File: src/hw/nmf_pkg.sv
// Package: constants and types for the navigation message framer
package nmf_pkg;

  localparam int CLK_HZ = 250_000_000;
  localparam int MS_PER_SEC = 1000;
  localparam int SLICE_MS = 100;
  localparam int SLICES_PER_SEC = 10;
  localparam int SLICE_CYC = CLK_HZ / MS_PER_SEC * SLICE_MS;

  localparam logic [7:0] FRM_START0 = 8'ha0;
  localparam logic [7:0] FRM_START1 = 8'ha2;
  localparam logic [7:0] FRM_END0 = 8'hb0;
  localparam logic [7:0] FRM_END1 = 8'hb3;
  localparam logic [15:0] CK_MASK = 16'h7fff;

  localparam logic [7:0] ID_DGPS = 8'h1d;
  localparam logic [7:0] ID_SVST = 8'h1e;
  localparam logic [15:0] LEN_DGPS = 16'h001a;
  localparam logic [15:0] LEN_SVST = 16'h0053;
  localparam int DGPS_WORDS = 7;
  localparam int SVST_WORDS = 21;
  localparam logic [6:0] DGPS_SRC_OFS = 7'h04;
  localparam logic [6:0] SVST_EPH_OFS = 7'h45;
  localparam logic [7:0] SRC_MAX = 8'h04;
  localparam logic [7:0] EPH_MAX = 8'h02;
  localparam logic [7:0] CODE_NONE = 8'h00;

  localparam int SYNC_INT_BIT = 0;
  localparam int SYNC_ST_LSB = 1;
  localparam logic [1:0] SYNC_NOT_ALIGNED = 2'h0;

  localparam logic [7:0] PE_LIMIT_DEG = 8'h3c;
  localparam logic [7:0] LP_LIMIT_DBHZ = 8'h1c;

  localparam logic [11:0] REG_CTRL = 12'h000;
  localparam logic [11:0] REG_STATUS = 12'h004;
  localparam logic [11:0] REG_SYNC = 12'h008;
  localparam logic [11:0] REG_DR_IVAL = 12'h00c;
  localparam logic [11:0] REG_DR_CTRL = 12'h010;
  localparam logic [11:0] REG_DR_EFF = 12'h014;
  localparam logic [11:0] REG_DR_END = 12'h018;
  localparam logic [11:0] REG_DR_MEAN = 12'h01c;
  localparam logic [11:0] REG_TIME_TAG = 12'h020;
  localparam logic [11:0] REG_PR_TIME = 12'h024;
  localparam logic [11:0] REG_TIMES = 12'h028;
  localparam logic [11:0] REG_COUNTS = 12'h02c;
  localparam logic [11:0] REG_CN0_BASE = 12'h040;
  localparam logic [11:0] REG_DGPS_BASE = 12'h100;
  localparam logic [11:0] REG_SVST_BASE = 12'h180;

  localparam int CTRL_EN_BIT = 0;
  localparam int CTRL_SEND_BIT = 1;
  localparam int DR_LOOP_BIT = 0;
  localparam int DR_PRESENT_BIT = 1;

  typedef enum logic [3:0] {
    F_IDLE, F_S0, F_S1, F_LH, F_LL, F_PAY, F_CK0, F_CK1, F_E0, F_E1
  } nmf_fstate_t;

endpackage : nmf_pkg

File: src/hw/nmf_stats.sv
// Per-second signal statistics for one tracking channel
`timescale 1ns/1ns
module nmf_stats
  import nmf_pkg::*;
(
  input wire logic clk,
  input wire logic nrst,
  input wire logic slice_tick,
  input wire logic sec_tick,
  input wire logic meas_valid,
  input wire logic [7:0] meas_cn0,
  input wire logic [7:0] meas_phase_err,
  output logic [7:0] cn0_rep [SLICES_PER_SEC],
  output logic [7:0] pe_cnt,
  output logic [7:0] lp_cnt
);

  function automatic logic [7:0] sat_inc(input logic [7:0] v, input logic hit);
    sat_inc = (hit && v != 8'hff) ? v + 8'h01 : v;
  endfunction : sat_inc

  logic [23:0] sum_reg;
  logic [15:0] n_reg;
  logic [7:0] hist_reg [SLICES_PER_SEC];
  logic [7:0] pe_run_reg;
  logic [7:0] lp_run_reg;
  logic [7:0] avg;
  logic pe_hit;
  logic lp_hit;

  // Empty slice reports zero rather than a stale value
  assign avg = (n_reg == 16'h0000) ? 8'h00 : 8'(sum_reg / {8'h00, n_reg}); // [RULE_03]
  assign pe_hit = meas_valid && (meas_phase_err > PE_LIMIT_DEG); // [RULE_07]
  assign lp_hit = meas_valid && (meas_cn0 < LP_LIMIT_DBHZ); // [RULE_08]

  always_ff @(posedge clk or negedge nrst) begin
    if (!nrst) begin
      sum_reg <= '0;
      n_reg <= '0;
    end else if (slice_tick) begin
      sum_reg <= meas_valid ? {16'h0000, meas_cn0} : 24'h000000;
      n_reg <= meas_valid ? 16'h0001 : 16'h0000;
    end else if (meas_valid && n_reg != 16'hffff) begin
      sum_reg <= sum_reg + {16'h0000, meas_cn0};
      n_reg <= n_reg + 16'h0001;
    end
  end

  // Oldest slice ends up in entry 0, so the report is in time order
  always_ff @(posedge clk or negedge nrst) begin
    if (!nrst) begin
      for (int i = 0; i < SLICES_PER_SEC; i++) begin
        hist_reg[i] <= '0;
        cn0_rep[i] <= '0;
      end
    end else if (slice_tick) begin
      for (int i = 0; i < SLICES_PER_SEC - 1; i++) begin
        hist_reg[i] <= hist_reg[i + 1]; // [RULE_03]
      end
      hist_reg[SLICES_PER_SEC - 1] <= avg;
      if (sec_tick) begin
        for (int i = 0; i < SLICES_PER_SEC - 1; i++) begin
          cn0_rep[i] <= hist_reg[i + 1]; // [RULE_03]
        end
        cn0_rep[SLICES_PER_SEC - 1] <= avg;
      end
    end
  end

  always_ff @(posedge clk or negedge nrst) begin
    if (!nrst) begin
      pe_run_reg <= '0;
      lp_run_reg <= '0;
      pe_cnt <= '0;
      lp_cnt <= '0;
    end else if (sec_tick) begin
      pe_cnt <= pe_run_reg; // [RULE_07]
      lp_cnt <= lp_run_reg; // [RULE_08]
      pe_run_reg <= sat_inc(8'h00, pe_hit);
      lp_run_reg <= sat_inc(8'h00, lp_hit);
    end else begin
      pe_run_reg <= sat_inc(pe_run_reg, pe_hit);
      lp_run_reg <= sat_inc(lp_run_reg, lp_hit);
    end
  end

endmodule : nmf_stats

File: src/hw/nmf_framer.sv
// Byte-stream framer: start, length, payload, checksum, end
`timescale 1ns/1ns
module nmf_framer
  import nmf_pkg::*;
(
  input wire logic clk,
  input wire logic nrst,
  input wire logic start,
  input wire logic [15:0] len,
  input wire logic [7:0] pay_byte,
  output logic [6:0] pay_idx,
  output logic busy,
  output logic [7:0] tx_data,
  output logic tx_valid,
  input wire logic tx_ready
);

  nmf_fstate_t state_reg;
  logic [15:0] len_reg;
  logic [15:0] cnt_reg;
  logic [15:0] ck_reg;
  logic [15:0] ck_out;
  logic adv;

  // Output byte only moves on once the host has taken it
  assign adv = !tx_valid || tx_ready;
  assign busy = (state_reg != F_IDLE) || tx_valid;
  assign pay_idx = cnt_reg[6:0];
  assign ck_out = ck_reg & CK_MASK;

  always_ff @(posedge clk or negedge nrst) begin
    if (!nrst) begin
      state_reg <= F_IDLE;
      len_reg <= '0;
      cnt_reg <= '0;
      ck_reg <= '0;
      tx_data <= '0;
      tx_valid <= 1'b0;
    end else if (adv) begin
      unique case (state_reg)
        F_IDLE: begin
          tx_valid <= 1'b0;
          if (start) begin
            len_reg <= len;
            state_reg <= F_S0;
          end
        end
        F_S0: begin
          tx_data <= FRM_START0; // [RULE_16]
          tx_valid <= 1'b1;
          state_reg <= F_S1;
        end
        F_S1: begin
          tx_data <= FRM_START1; // [RULE_16]
          state_reg <= F_LH;
        end
        F_LH: begin
          tx_data <= len_reg[15:8]; // [RULE_16] [RULE_18]
          state_reg <= F_LL;
        end
        F_LL: begin
          tx_data <= len_reg[7:0];
          cnt_reg <= '0;
          ck_reg <= '0;
          state_reg <= F_PAY;
        end
        F_PAY: begin
          tx_data <= pay_byte;
          ck_reg <= ck_reg + {8'h00, pay_byte};
          cnt_reg <= cnt_reg + 16'h0001;
          if (cnt_reg == len_reg - 16'h0001) begin
            state_reg <= F_CK0;
          end
        end
        F_CK0: begin
          tx_data <= ck_out[15:8]; // [RULE_17]
          state_reg <= F_CK1;
        end
        F_CK1: begin
          tx_data <= ck_out[7:0];
          state_reg <= F_E0;
        end
        F_E0: begin
          tx_data <= FRM_END0; // [RULE_17]
          state_reg <= F_E1;
        end
        F_E1: begin
          tx_data <= FRM_END1; // [RULE_17]
          state_reg <= F_IDLE;
        end
      endcase
    end
  end

endmodule : nmf_framer

File: src/hw/nmf_top.sv
// Function
// (RULE_01) Sync flags bit 0: 0 for 2 ms coherent interval, 1 for 10 ms.
// (RULE_02) Sync state bits 2:1: none, code epoch, data bit, no millisecond errors.
// (RULE_03) Ten C/No entries, average dB-Hz per 100 ms slice, oldest first.
// (RULE_04) Delta range interval reads zero for loop frequency or no measurement.
// (RULE_05) Mean delta range time in ms, counted back from interval end.
// (RULE_06) Extrapolation time is ms from pseudo range time to the time tag.
// (RULE_07) Count phase errors above 60 degrees over the preceding second.
// (RULE_08) Count measurements below 28 dB-Hz over the preceding second.
// (RULE_09) Correction message carries identifier 29 in payload byte 0.
// (RULE_10) Both messages go out once per measurement cycle, one per second.
// (RULE_11) Correction payload is 26 bytes in the fixed field order.
// (RULE_12) Correction source codes 0 to 4; anything else is sent as 0.
// (RULE_13) Satellite state message carries identifier 30 in payload byte 0.
// (RULE_14) Satellite state payload is 83 bytes in the fixed field order.
// (RULE_15) Ephemeris flag codes 0 to 2; anything else is sent as 0.
// (RULE_16) Frame opens with two start bytes then two length bytes.
// (RULE_17) Frame closes with two checksum bytes then two end bytes.
// (RULE_18) Multi-byte fields go most significant byte first.
// (RULE_19) Host drops frames with bad delimiters or length and resyncs.
`timescale 1ns/1ns
module nmf_top
  import nmf_pkg::*;
#(
  parameter int SLICE_CYCLES = SLICE_CYC
)
(
  input wire logic CLK_SYS,
  input wire logic NRST,
  input wire logic PSEL,
  input wire logic PENABLE,
  input wire logic PWRITE,
  input wire logic [11:0] PADDR,
  input wire logic [31:0] PWDATA,
  output logic [31:0] PRDATA,
  output logic PREADY,
  output logic PSLVERR,
  input wire logic MEAS_VALID,
  input wire logic [7:0] MEAS_CN0,
  input wire logic [7:0] MEAS_PHASE_ERR,
  output logic [7:0] TX_DATA,
  output logic TX_VALID,
  input wire logic TX_READY
);

  function automatic logic in_block(input logic [11:0] a, input logic [11:0] base, input int words);
    in_block = (a >= base) && (a < base + 12'(words * 4));
  endfunction : in_block

  function automatic logic [15:0] ms_diff(input logic [31:0] later, input logic [31:0] earlier);
    logic [31:0] d;
    d = later - earlier;
    ms_diff = d[15:0];
  endfunction : ms_diff

  // Register state
  logic ctrl_en_reg;
  logic send_req;
  logic [2:0] sync_reg;
  logic [31:0] dr_ival_reg;
  logic [1:0] dr_ctrl_reg;
  logic [31:0] dr_end_reg;
  logic [31:0] dr_mean_reg;
  logic [31:0] time_tag_reg;
  logic [31:0] pr_time_reg;
  logic [31:0] dgps_mem [DGPS_WORDS];
  logic [31:0] svst_mem [SVST_WORDS];
  logic [15:0] frames_reg;

  // Bus handshake
  logic setup_ph;
  logic wr_take;
  logic [31:0] rd_val;
  logic rd_err;

  // Timing
  logic [31:0] slice_cnt_reg;
  logic [3:0] slice_idx_reg;
  logic slice_tick_reg;
  logic sec_tick_reg;

  // Framing
  logic pend29_reg;
  logic pend30_reg;
  logic sel30_reg;
  logic fr_start;
  logic fr_busy;
  logic [6:0] pay_idx;
  logic [6:0] ofs;
  logic [7:0] pay_byte;
  logic [31:0] word;
  logic [7:0] raw_byte;

  // Measurement report fields
  logic [7:0] cn0_rep [SLICES_PER_SEC];
  logic [7:0] pe_cnt;
  logic [7:0] lp_cnt;
  logic [31:0] dr_eff;
  logic [15:0] mean_dr_ms;
  logic [15:0] extrap_ms;
  logic [7:0] sync_byte;

  assign setup_ph = PSEL && !PENABLE;
  assign wr_take = PSEL && PENABLE && PREADY && PWRITE;

  // Sync flags byte; software supplies the tracking loop state
  assign sync_byte = {5'h00, sync_reg[2:1], sync_reg[0]}; // [RULE_01] [RULE_02]

  assign dr_eff = (dr_ctrl_reg[DR_LOOP_BIT] || !dr_ctrl_reg[DR_PRESENT_BIT])
                  ? 32'h00000000 : dr_ival_reg; // [RULE_04]
  assign mean_dr_ms = ms_diff(dr_end_reg, dr_mean_reg); // [RULE_05]
  assign extrap_ms = ms_diff(time_tag_reg, pr_time_reg); // [RULE_06]

  // Answer is prepared in the setup cycle, so PREADY rises in the access cycle
  always_ff @(posedge CLK_SYS or negedge NRST) begin
    if (!NRST) begin
      PREADY <= 1'b0;
      PRDATA <= '0;
      PSLVERR <= 1'b0;
    end else begin
      PREADY <= setup_ph;
      PRDATA <= (setup_ph && !PWRITE) ? rd_val : 32'h00000000;
      PSLVERR <= setup_ph && rd_err;
    end
  end

  always_comb begin
    rd_val = 32'h00000000;
    rd_err = 1'b0;
    if (in_block(PADDR, REG_DGPS_BASE, DGPS_WORDS)) begin
      rd_val = dgps_mem[3'(PADDR[4:2])];
    end else if (in_block(PADDR, REG_SVST_BASE, SVST_WORDS)) begin
      // Block starts on a 128-byte boundary, so the low address bits are the word index
      rd_val = svst_mem[PADDR[6:2]];
    end else if (in_block(PADDR, REG_CN0_BASE, SLICES_PER_SEC)) begin
      rd_val = {24'h000000, cn0_rep[4'(PADDR[5:2] - REG_CN0_BASE[5:2])]}; // [RULE_03]
    end else begin
      unique case (PADDR)
        REG_CTRL: rd_val = {31'h00000000, ctrl_en_reg};
        REG_STATUS: rd_val = {frames_reg, 13'h0000, pend30_reg, pend29_reg, fr_busy};
        REG_SYNC: rd_val = {24'h000000, sync_byte};
        REG_DR_IVAL: rd_val = dr_ival_reg;
        REG_DR_CTRL: rd_val = {30'h00000000, dr_ctrl_reg};
        REG_DR_EFF: rd_val = dr_eff;
        REG_DR_END: rd_val = dr_end_reg;
        REG_DR_MEAN: rd_val = dr_mean_reg;
        REG_TIME_TAG: rd_val = time_tag_reg;
        REG_PR_TIME: rd_val = pr_time_reg;
        REG_TIMES: rd_val = {extrap_ms, mean_dr_ms};
        REG_COUNTS: rd_val = {16'h0000, lp_cnt, pe_cnt};
        default: rd_err = 1'b1;
      endcase
    end
  end

  // Control and measurement registers
  always_ff @(posedge CLK_SYS or negedge NRST) begin
    if (!NRST) begin
      ctrl_en_reg <= 1'b0;
      sync_reg <= {SYNC_NOT_ALIGNED, 1'b0};
      dr_ival_reg <= '0;
      dr_ctrl_reg <= '0;
      dr_end_reg <= '0;
      dr_mean_reg <= '0;
      time_tag_reg <= '0;
      pr_time_reg <= '0;
    end else if (wr_take) begin
      unique case (PADDR)
        REG_CTRL: ctrl_en_reg <= PWDATA[CTRL_EN_BIT];
        REG_SYNC: sync_reg <= PWDATA[2:0]; // [RULE_01] [RULE_02]
        REG_DR_IVAL: dr_ival_reg <= PWDATA;
        REG_DR_CTRL: dr_ctrl_reg <= PWDATA[1:0];
        REG_DR_END: dr_end_reg <= PWDATA;
        REG_DR_MEAN: dr_mean_reg <= PWDATA;
        REG_TIME_TAG: time_tag_reg <= PWDATA;
        REG_PR_TIME: pr_time_reg <= PWDATA;
        default: ;
      endcase
    end
  end

  assign send_req = wr_take && (PADDR == REG_CTRL) && PWDATA[CTRL_SEND_BIT];

  // Payload words, most significant byte sent first
  always_ff @(posedge CLK_SYS or negedge NRST) begin
    if (!NRST) begin
      for (int i = 0; i < DGPS_WORDS; i++) begin
        dgps_mem[i] <= '0;
      end
      for (int i = 0; i < SVST_WORDS; i++) begin
        svst_mem[i] <= '0;
      end
    end else if (wr_take) begin
      if (in_block(PADDR, REG_DGPS_BASE, DGPS_WORDS)) begin
        dgps_mem[3'(PADDR[4:2])] <= PWDATA;
      end
      if (in_block(PADDR, REG_SVST_BASE, SVST_WORDS)) begin
        svst_mem[PADDR[6:2]] <= PWDATA;
      end
    end
  end

  // Slice and second strobes; a second is ten slices
  always_ff @(posedge CLK_SYS or negedge NRST) begin
    if (!NRST) begin
      slice_cnt_reg <= '0;
      slice_idx_reg <= '0;
      slice_tick_reg <= 1'b0;
      sec_tick_reg <= 1'b0;
    end else begin
      slice_tick_reg <= 1'b0;
      sec_tick_reg <= 1'b0;
      if (slice_cnt_reg == 32'(SLICE_CYCLES - 1)) begin
        slice_cnt_reg <= '0;
        slice_tick_reg <= 1'b1;
        if (slice_idx_reg == 4'(SLICES_PER_SEC - 1)) begin
          slice_idx_reg <= '0;
          sec_tick_reg <= 1'b1;
        end else begin
          slice_idx_reg <= slice_idx_reg + 4'h1;
        end
      end else begin
        slice_cnt_reg <= slice_cnt_reg + 32'h00000001;
      end
    end
  end

  nmf_stats u_stats (
    .clk(CLK_SYS),
    .nrst(NRST),
    .slice_tick(slice_tick_reg),
    .sec_tick(sec_tick_reg),
    .meas_valid(MEAS_VALID),
    .meas_cn0(MEAS_CN0),
    .meas_phase_err(MEAS_PHASE_ERR),
    .cn0_rep(cn0_rep),
    .pe_cnt(pe_cnt),
    .lp_cnt(lp_cnt)
  );

  // Pending flags: a new cycle's request wins over the launch that clears it
  assign fr_start = !fr_busy && (pend29_reg || pend30_reg);

  always_ff @(posedge CLK_SYS or negedge NRST) begin
    if (!NRST) begin
      pend29_reg <= 1'b0;
      pend30_reg <= 1'b0;
      sel30_reg <= 1'b0;
      frames_reg <= '0;
    end else begin
      if (fr_start) begin
        sel30_reg <= !pend29_reg;
        frames_reg <= frames_reg + 16'h0001;
        if (pend29_reg) begin
          pend29_reg <= 1'b0;
        end else begin
          pend30_reg <= 1'b0;
        end
      end
      if ((sec_tick_reg && ctrl_en_reg) || send_req) begin
        pend29_reg <= 1'b1; // [RULE_10]
        pend30_reg <= 1'b1; // [RULE_10]
      end
    end
  end

  // Payload byte for the framer; byte 0 is the message identifier
  assign ofs = pay_idx - 7'h01;

  always_comb begin
    word = sel30_reg ? svst_mem[5'(ofs[6:2])] : dgps_mem[3'(ofs[4:2])];
    raw_byte = word[8'(31 - 8 * int'(ofs[1:0])) -: 8]; // [RULE_18]
    pay_byte = raw_byte;
    if (pay_idx == 7'h00) begin
      pay_byte = sel30_reg ? ID_SVST : ID_DGPS; // [RULE_09] [RULE_13]
    end else if (!sel30_reg && ofs == DGPS_SRC_OFS && raw_byte > SRC_MAX) begin
      pay_byte = CODE_NONE; // [RULE_12]
    end else if (sel30_reg && ofs == SVST_EPH_OFS && raw_byte > EPH_MAX) begin
      pay_byte = CODE_NONE; // [RULE_15]
    end
  end

  nmf_framer u_framer (
    .clk(CLK_SYS),
    .nrst(NRST),
    .start(fr_start),
    .len(pend29_reg ? LEN_DGPS : LEN_SVST), // [RULE_11] [RULE_14]
    .pay_byte(pay_byte),
    .pay_idx(pay_idx),
    .busy(fr_busy),
    .tx_data(TX_DATA),
    .tx_valid(TX_VALID),
    .tx_ready(TX_READY)
  );

endmodule : nmf_top

File: config.mk
export PLATFORM = sky130hd
export DESIGN_NAME = nmf_top
export DESIGN_NICKNAME = d
export VERILOG_FILES = /design/src/hw/nmf_pkg.sv /design/src/hw/nmf_stats.sv /design/src/hw/nmf_framer.sv /design/src/hw/nmf_top.sv
export SDC_FILE = /design/constraint.sdc
export NUM_CORES = 2
export LEC_CHECK = 0
export BUFFER_PORTS_ARGS = -buffer_cell sky130_fd_sc_hd__buf_4
export CORE_MARGIN = 2
export CORE_UTILIZATION = 50
export CTS_BUF_LIST = sky130_fd_sc_hd__clkbuf_4 sky130_fd_sc_hd__clkbuf_8 sky130_fd_sc_hd__clkbuf_16
export DETAILED_ROUTE_END_ITERATION = 7
export HOLD_SLACK_MARGIN = 0.02
export PLACE_DENSITY = 0.66
export RECOVER_POWER = 100
export SETUP_SLACK_MARGIN = 0.15
export SLEW_MARGIN = 10
export SYNTH_ARGS = -nofsm -noshare
export SYNTH_HDL_FRONTEND = slang
export SYNTH_HIERARCHICAL = 1
export SYNTH_SLANG_ARGS = --single-unit
File: constraint.sdc
create_clock -name CLK_SYS -period 61.9 [get_ports CLK_SYS]
set_clock_uncertainty 0.15 [all_clocks]
set_input_delay 12.38 -clock CLK_SYS [delete_from_list [all_inputs] [get_ports CLK_SYS]]
set_output_delay 12.38 -clock CLK_SYS [all_outputs]
set_load 0.05 [all_outputs]
# Yosys cells after proc, flatten, opt, wreduce, memory -nomap -nowiden
# Index checks and enable logic that the tools add are counted.
dict set report word_totals {
  ff_bits 1438
  input_bits 67
  out_inout_bits 43
  elab_cells 280
}
dict set report classes {
  addsub 14
  div 1
  order_cmp 17
  n_eq_ne 31
  shift 1
  n_mux 67
  bitwise 5
  n_reduce_logical 66
}
# cell n
set op_table {}
lappend op_table {{bitwise mux 672 bit} 1}
lappend op_table {{two-way mux 32 bit} 17}
lappend op_table {{case mux 32 bit (12 select lines)} 1}
lappend op_table {{binary-select mux 32 bit (select 5 bit)} 2}
lappend op_table {{bitwise mux 224 bit} 1}
lappend op_table {{binary-select mux 32 bit (select 3 bit)} 2}
lappend op_table {{demux 32 bit (select 5 bit)} 1}
lappend op_table {{demux 32 bit (select 3 bit)} 1}
lappend op_table {{two-way mux 8 bit} 11}
lappend op_table {{case mux 8 bit (9 select lines)} 1}
lappend op_table {{case mux 16 bit (2 select lines)} 2}
lappend op_table {{adder 16 x 1 -> 16 bit (second input constant)} 3}
lappend op_table {{== test 12 x 5 -> 1 bit (second input constant)} 4}
lappend op_table {{== test 12 x 6 -> 1 bit (second input constant)} 4}
lappend op_table {{two-way mux 24 bit} 2}
lappend op_table {{case mux 4 bit (10 select lines)} 1}
lappend op_table {{variable part select 39 x 6 -> 8 bit} 1}
lappend op_table {{adder 32 x 1 -> 32 bit (second input constant)} 1}
lappend op_table {{binary-select mux 8 bit (select 4 bit)} 1}
lappend op_table {{== test 32 x 25 -> 1 bit (second input constant)} 1}
lappend op_table {{two-way mux 16 bit} 2}
lappend op_table {{subtractor 16 bit} 2}
lappend op_table {{AND reduction 2 bit} 15}
lappend op_table {{adder 24 x 8 -> 24 bit} 1}
lappend op_table {{other kinds (53)} 124}

# Logic depth before layout (Yosys ltp)
dict set report logic_depth {
  ltp_word 14
  mapped_depth 256
  depth_no_buf 234
}

# Hierarchy
# The synthesis kept the hierarchy.
# mod n_inst cells_per_inst area_per_inst_um2 seq_area_each_um2
set by_module_without_submodules {}
lappend by_module_without_submodules {nmf_top 1 5453 65589.2 28852.7}
lappend by_module_without_submodules {nmf_stats 1 2708 23248.5 5605.4}
lappend by_module_without_submodules {nmf_framer 1 421 3977.6 1501.4}

# Worst setup path before layout
# OpenSTA, ideal clock, no wires.
dict set report synth_path {
  kind {register -> register}
  startpoint {reg u_stats.n_reg[0]}
  endpoint {reg u_stats/cn0_rep[0] (netlist bit)}
  setup_time_ns 0.145
  arrival_time_ns 54.182
  path_slack_ns 7.422
  path_stages_with_launch 241
  n_path_buf 26
  period_less_slack_ns 54.478
  path_cell_list {dfrtp_1 > inv_1 > ha_1 > o21bai_1 > nor3_1 > mux2i_1 > ha_1 > o21a_1 > nor3b_1 > o31a_1 > a21o_1 > ha_1 > o211a_1 > a211oi_1 > nor4_1 > a31o_1 > ha_1 > or3_1 > [205 not listed] > a211o_1 > a21oi_2 > and3b_1 > buf_4 > buf_6 > mux2_1 > ha_1 > a21oi_1 > nor2b_1 > o21ai_0 > nand2b_1 > a21oi_1 > nor2b_1 > o21ai_0 > nand2b_1 > a2111oi_0 > o21a_1 > a31oi_1}
}
dict set report synth_via {
  elab_chain_len 2
  word_cells_on_any_way 3
  classes_between {div: 1; mux: 1; reduce/logical: 1}
}
# element line
set synth_rtl {}
lappend synth_rtl {{start, declared} nmf_stats.sv:23} ;# logic [15:0] n_reg;
lappend synth_rtl {{start signal, assigned} nmf_stats.sv:42} ;# n_reg <= meas_valid ? 16'h0001 : 16'h0000;
lappend synth_rtl {{start signal, assigned} nmf_stats.sv:45} ;# n_reg <= n_reg + 16'h0001;
lappend synth_rtl {{divider 24 x 16 -> 24 bit / logical NOT 16 bit (equally long branches)} nmf_stats.sv:32} ;# assign avg = (n_reg == 16'h0000) ? 8'h00 : 8'(sum_reg / {8'h00, n_reg});
lappend synth_rtl {{two-way mux 8 bit *} nmf_stats.sv:32}
lappend synth_rtl {{end signal, assigned by index} nmf_stats.sv:63} ;# cn0_rep[i] <= hist_reg[i + 1];
lappend synth_rtl {{end signal, assigned by index} nmf_stats.sv:65} ;# cn0_rep[SLICES_PER_SEC - 1] <= avg;
lappend synth_rtl {{end, declared} nmf_stats.sv:13} ;# output logic [7:0] cn0_rep [SLICES_PER_SEC],
# Every way passes the cells marked *; elsewhere a longest branch is shown, timed or not.
# A chain may end at the register's enable or synchronous reset.

# Final worst setup path
dict set report layout_path {
  startpoint {reg u_stats.n_reg[8]}
  endpoint {reg u_stats/cn0_rep[0] (netlist bit)}
}
# Same word-level chain as after synthesis.

==> impl_metrics.ini <==
[finish]
areaGrowthSynthToFinish_pct = 8.50
largest_reg_flops = 672
drive_gt1_share_pct = 26.2
top_register = svst_mem
finish.instance_area_um2 = 101000
reg_top3 = svst_mem x672, dgps_mem x224, u_stats/cn0_rep x80
fill_cells = 15900
nets = 8792

[place]
dpl_cell_area_um2 = 95900
dp_hpwl_um = 222000
gp_congestion = 0.980
port_buffers = 109

[logic_synthesis]
synth_simple_gate_area_share_pct = 10.3
async_flop_share_pct = 100
synth_ff_type = dfrtp_1
syn-instance-count = 8582
synth_area_leaders = dfrtp_1 39%, mux2_2 16%, mux4_2 7.2%
yosys.cell_types.count = 121
synth.most_common_cell = dfrtp_1
ys_ff_latch = 1437
synth_top_family_by_area = multiplexers
ys_warn_count = 6
syn-cell-area_um2 = 92800
synth_fa_ha_area_share_pct = 4.46
synth_seq_area_share_pct = 38.7
synthTopCellsByCount = 1437 x dfrtp_1, 1319 x mux2_2, 629 x nand2_1
synth_xor_xnor_area_share_pct = 2.65
synth_mux_area_share_pct = 25.8
synth_edf_count = 0
synth_compound_area_share_pct = 14.3
syn_area_per_cell_um2 = 10.8
synth_top_area_share_pct = 38.7
synth_top_area_cell = dfrtp_1

[worst_setup_path]
worst-endpoint-arrival_ns = 58.10
cp_slowest_stage_delay_ns = 0.71
critPathSlowestCell = a2111oi_1
cp_max_fo = 26
start_kind = register
cp_common_cell = o21a_1
path_class = register to register
critPathCaptureType = register
cp.required_ns = 62.31

[floorplan]
placementRows = 158
initial_core_util_pct = 50.2
die-area_um2 = 189000
die_h_um = 435
core_um2 = 185000
die_x_um = 435
ios = 110

[grt]
grt.overflow.total = 0
grt_max_degree = 177
grt_first_pass_wirelength_um = 499000
antenna_found_initial = 20
first_global_vias = 74700
grt_usage_pct = 34.9

[sta]
fmax_mhz = 17.3
hold_viol_final = 0
timing.max_slew.rel_slack_pct = -501
drv_slew = 2954
min_period_over_period_pct = 93.2
setup-tns-final_ns = 0
period_minus_slack_ns = 57.69
whs_ns = 0.326
finalSetupViolations = 0
rsz0062_at_grt = no
tightestPinTransition_ns = 9.01

[worst_hold_path]
hold_path_class = register to register

[route]
drt-initial-drc-count = 9615
drt_wl_total_um = 338000
remaining_drc_errors = 0
viasPerCell = 6.98
via_count = 76900
drtPass1Iterations = 8
ant_nets = 0
wl_per_cell_um = 30.7

[cts]
cts-root-buf = clkbuf_16
cts_max_path_buffers = 3
clock_latency_ns = 0.84
htreeDepth = 4
clock_sinks = 1437
post_cts.repair.setup_buffers = 0
cts_tree = built
cts.clk_slew.worst_paths_ns = 0.06
cts_inserted_buffers = 155

[outcome]
violations = max-capacitance violations, max-slew violations
status = complete, but fails checks

[run]
maxCapViolations = 63
[cells by family after synthesis]
family | Yosys count
AO/OA/AOI/OAI | 1877
XOR/XNOR | 280
adder cells (fa/ha/maj) | 329
buffers and inverters | 818
flip-flops | 1437
multiplexers | 1848
other | 2
AND/OR/NAND/NOR | 1991
[layer usage]
| metal | routed length, um | GRT usage, % | vias to the layer above |
|---|---|---|---|
| met5 | 131 | 0 | - |
| met4 | 25900 | 22.5 | 20 |
| met2 | 145000 | 51.3 | 4675 |
| met3 | 38300 | 10.4 | 1261 |
| li1 | - | - | 32200 |
| met1 | 129000 | 44.9 | 38700 |
[path summary, 6_finish.rpt]
kind | start | endpoint | slack (ns) | cells after the start
worst min register to register | slice_cnt_reg[4] | slice_cnt_reg[4] | 0.33 | 1
min in group asynchronous | NRST | time_tag_reg[14] | 14.91 | 1
max in group asynchronous | NRST | svst_mem[240] | 30.33 | 4
worst max-delay path | u_stats/n_reg[8] | u_stats/cn0_rep[0] | 4.21 | 224
worst max register to register | u_stats/n_reg[8] | u_stats/cn0_rep[0] | 4.21 | 224
worst min-delay path | slice_cnt_reg[4] | slice_cnt_reg[4] | 0.33 | 1
[repair_timing]
item | CTS | global route
hold buffers | 0 | 0
setup endpoints to repair | 0 | 4
resized for setup | 0 | 18
[worst max-delay path, delay by kind of cell, from the launching register on]
| family | cells | cell delay [ns] |
|---|---|---|
| mux | 9 | 2.83 |
| buf+inv | 11 | 2.36 |
| simple gates | 48 | 10.00 |
| flops | 1 | 0.43 |
| compound gates | 133 | 34.27 |
| fa+ha+maj | 23 | 7.30 |
[layout by cell type, fill, tap and decap left out, types with 65 or more instances in the layout]
cell and n:
o21a_1 100, xor2_1 108, o31ai_1 75, o211ai_1 100
a221oi_1 127, mux2_2 1316, dfrtp_1 1433, clkbuf_1 108
a21o_1 76, o21ai_0 312, a211oi_1 75, xnor2_1 168
a21oi_1 334, mux2i_1 216, inv_1 156, nand3_1 228
mux4_2 295, nor3_1 185, nor2_1 443, a31oi_1 65
nand2_1 621, clkbuf_16 158, nand4_1 75, buf_4 189
ha_1 322, a22oi_1 90
[through the flow]
step | cells | setup WS [ns] | util [%]
floorplan | 8593 | 7.42 | -
finish | 11000 | 4.21 | 54.5
global route | 11000 | 0.0799 | 54.5
global placement | 10700 | 3.45 | 51.9
detailed placement | 10700 | 1.81 | 51.9
CTS | 11000 | 1.52 | 54.8
[layout make-up]
type                    count  area (um^2)  area share [%]
clock inverters            48          572           0.568
clock buffers             234         4790            4.76
diodes                     14         35.0          0.0348
flip-flops and latches   1437        36000            35.7
inverters                 163          613           0.609
multi-input cells        6339        53700            53.3
well taps                2480         3100            3.08
repair buffers            302         1890            1.88
Power is not shown: default switching activity piles up to over one toggle a cycle in this logic, so the estimate is an artifact.
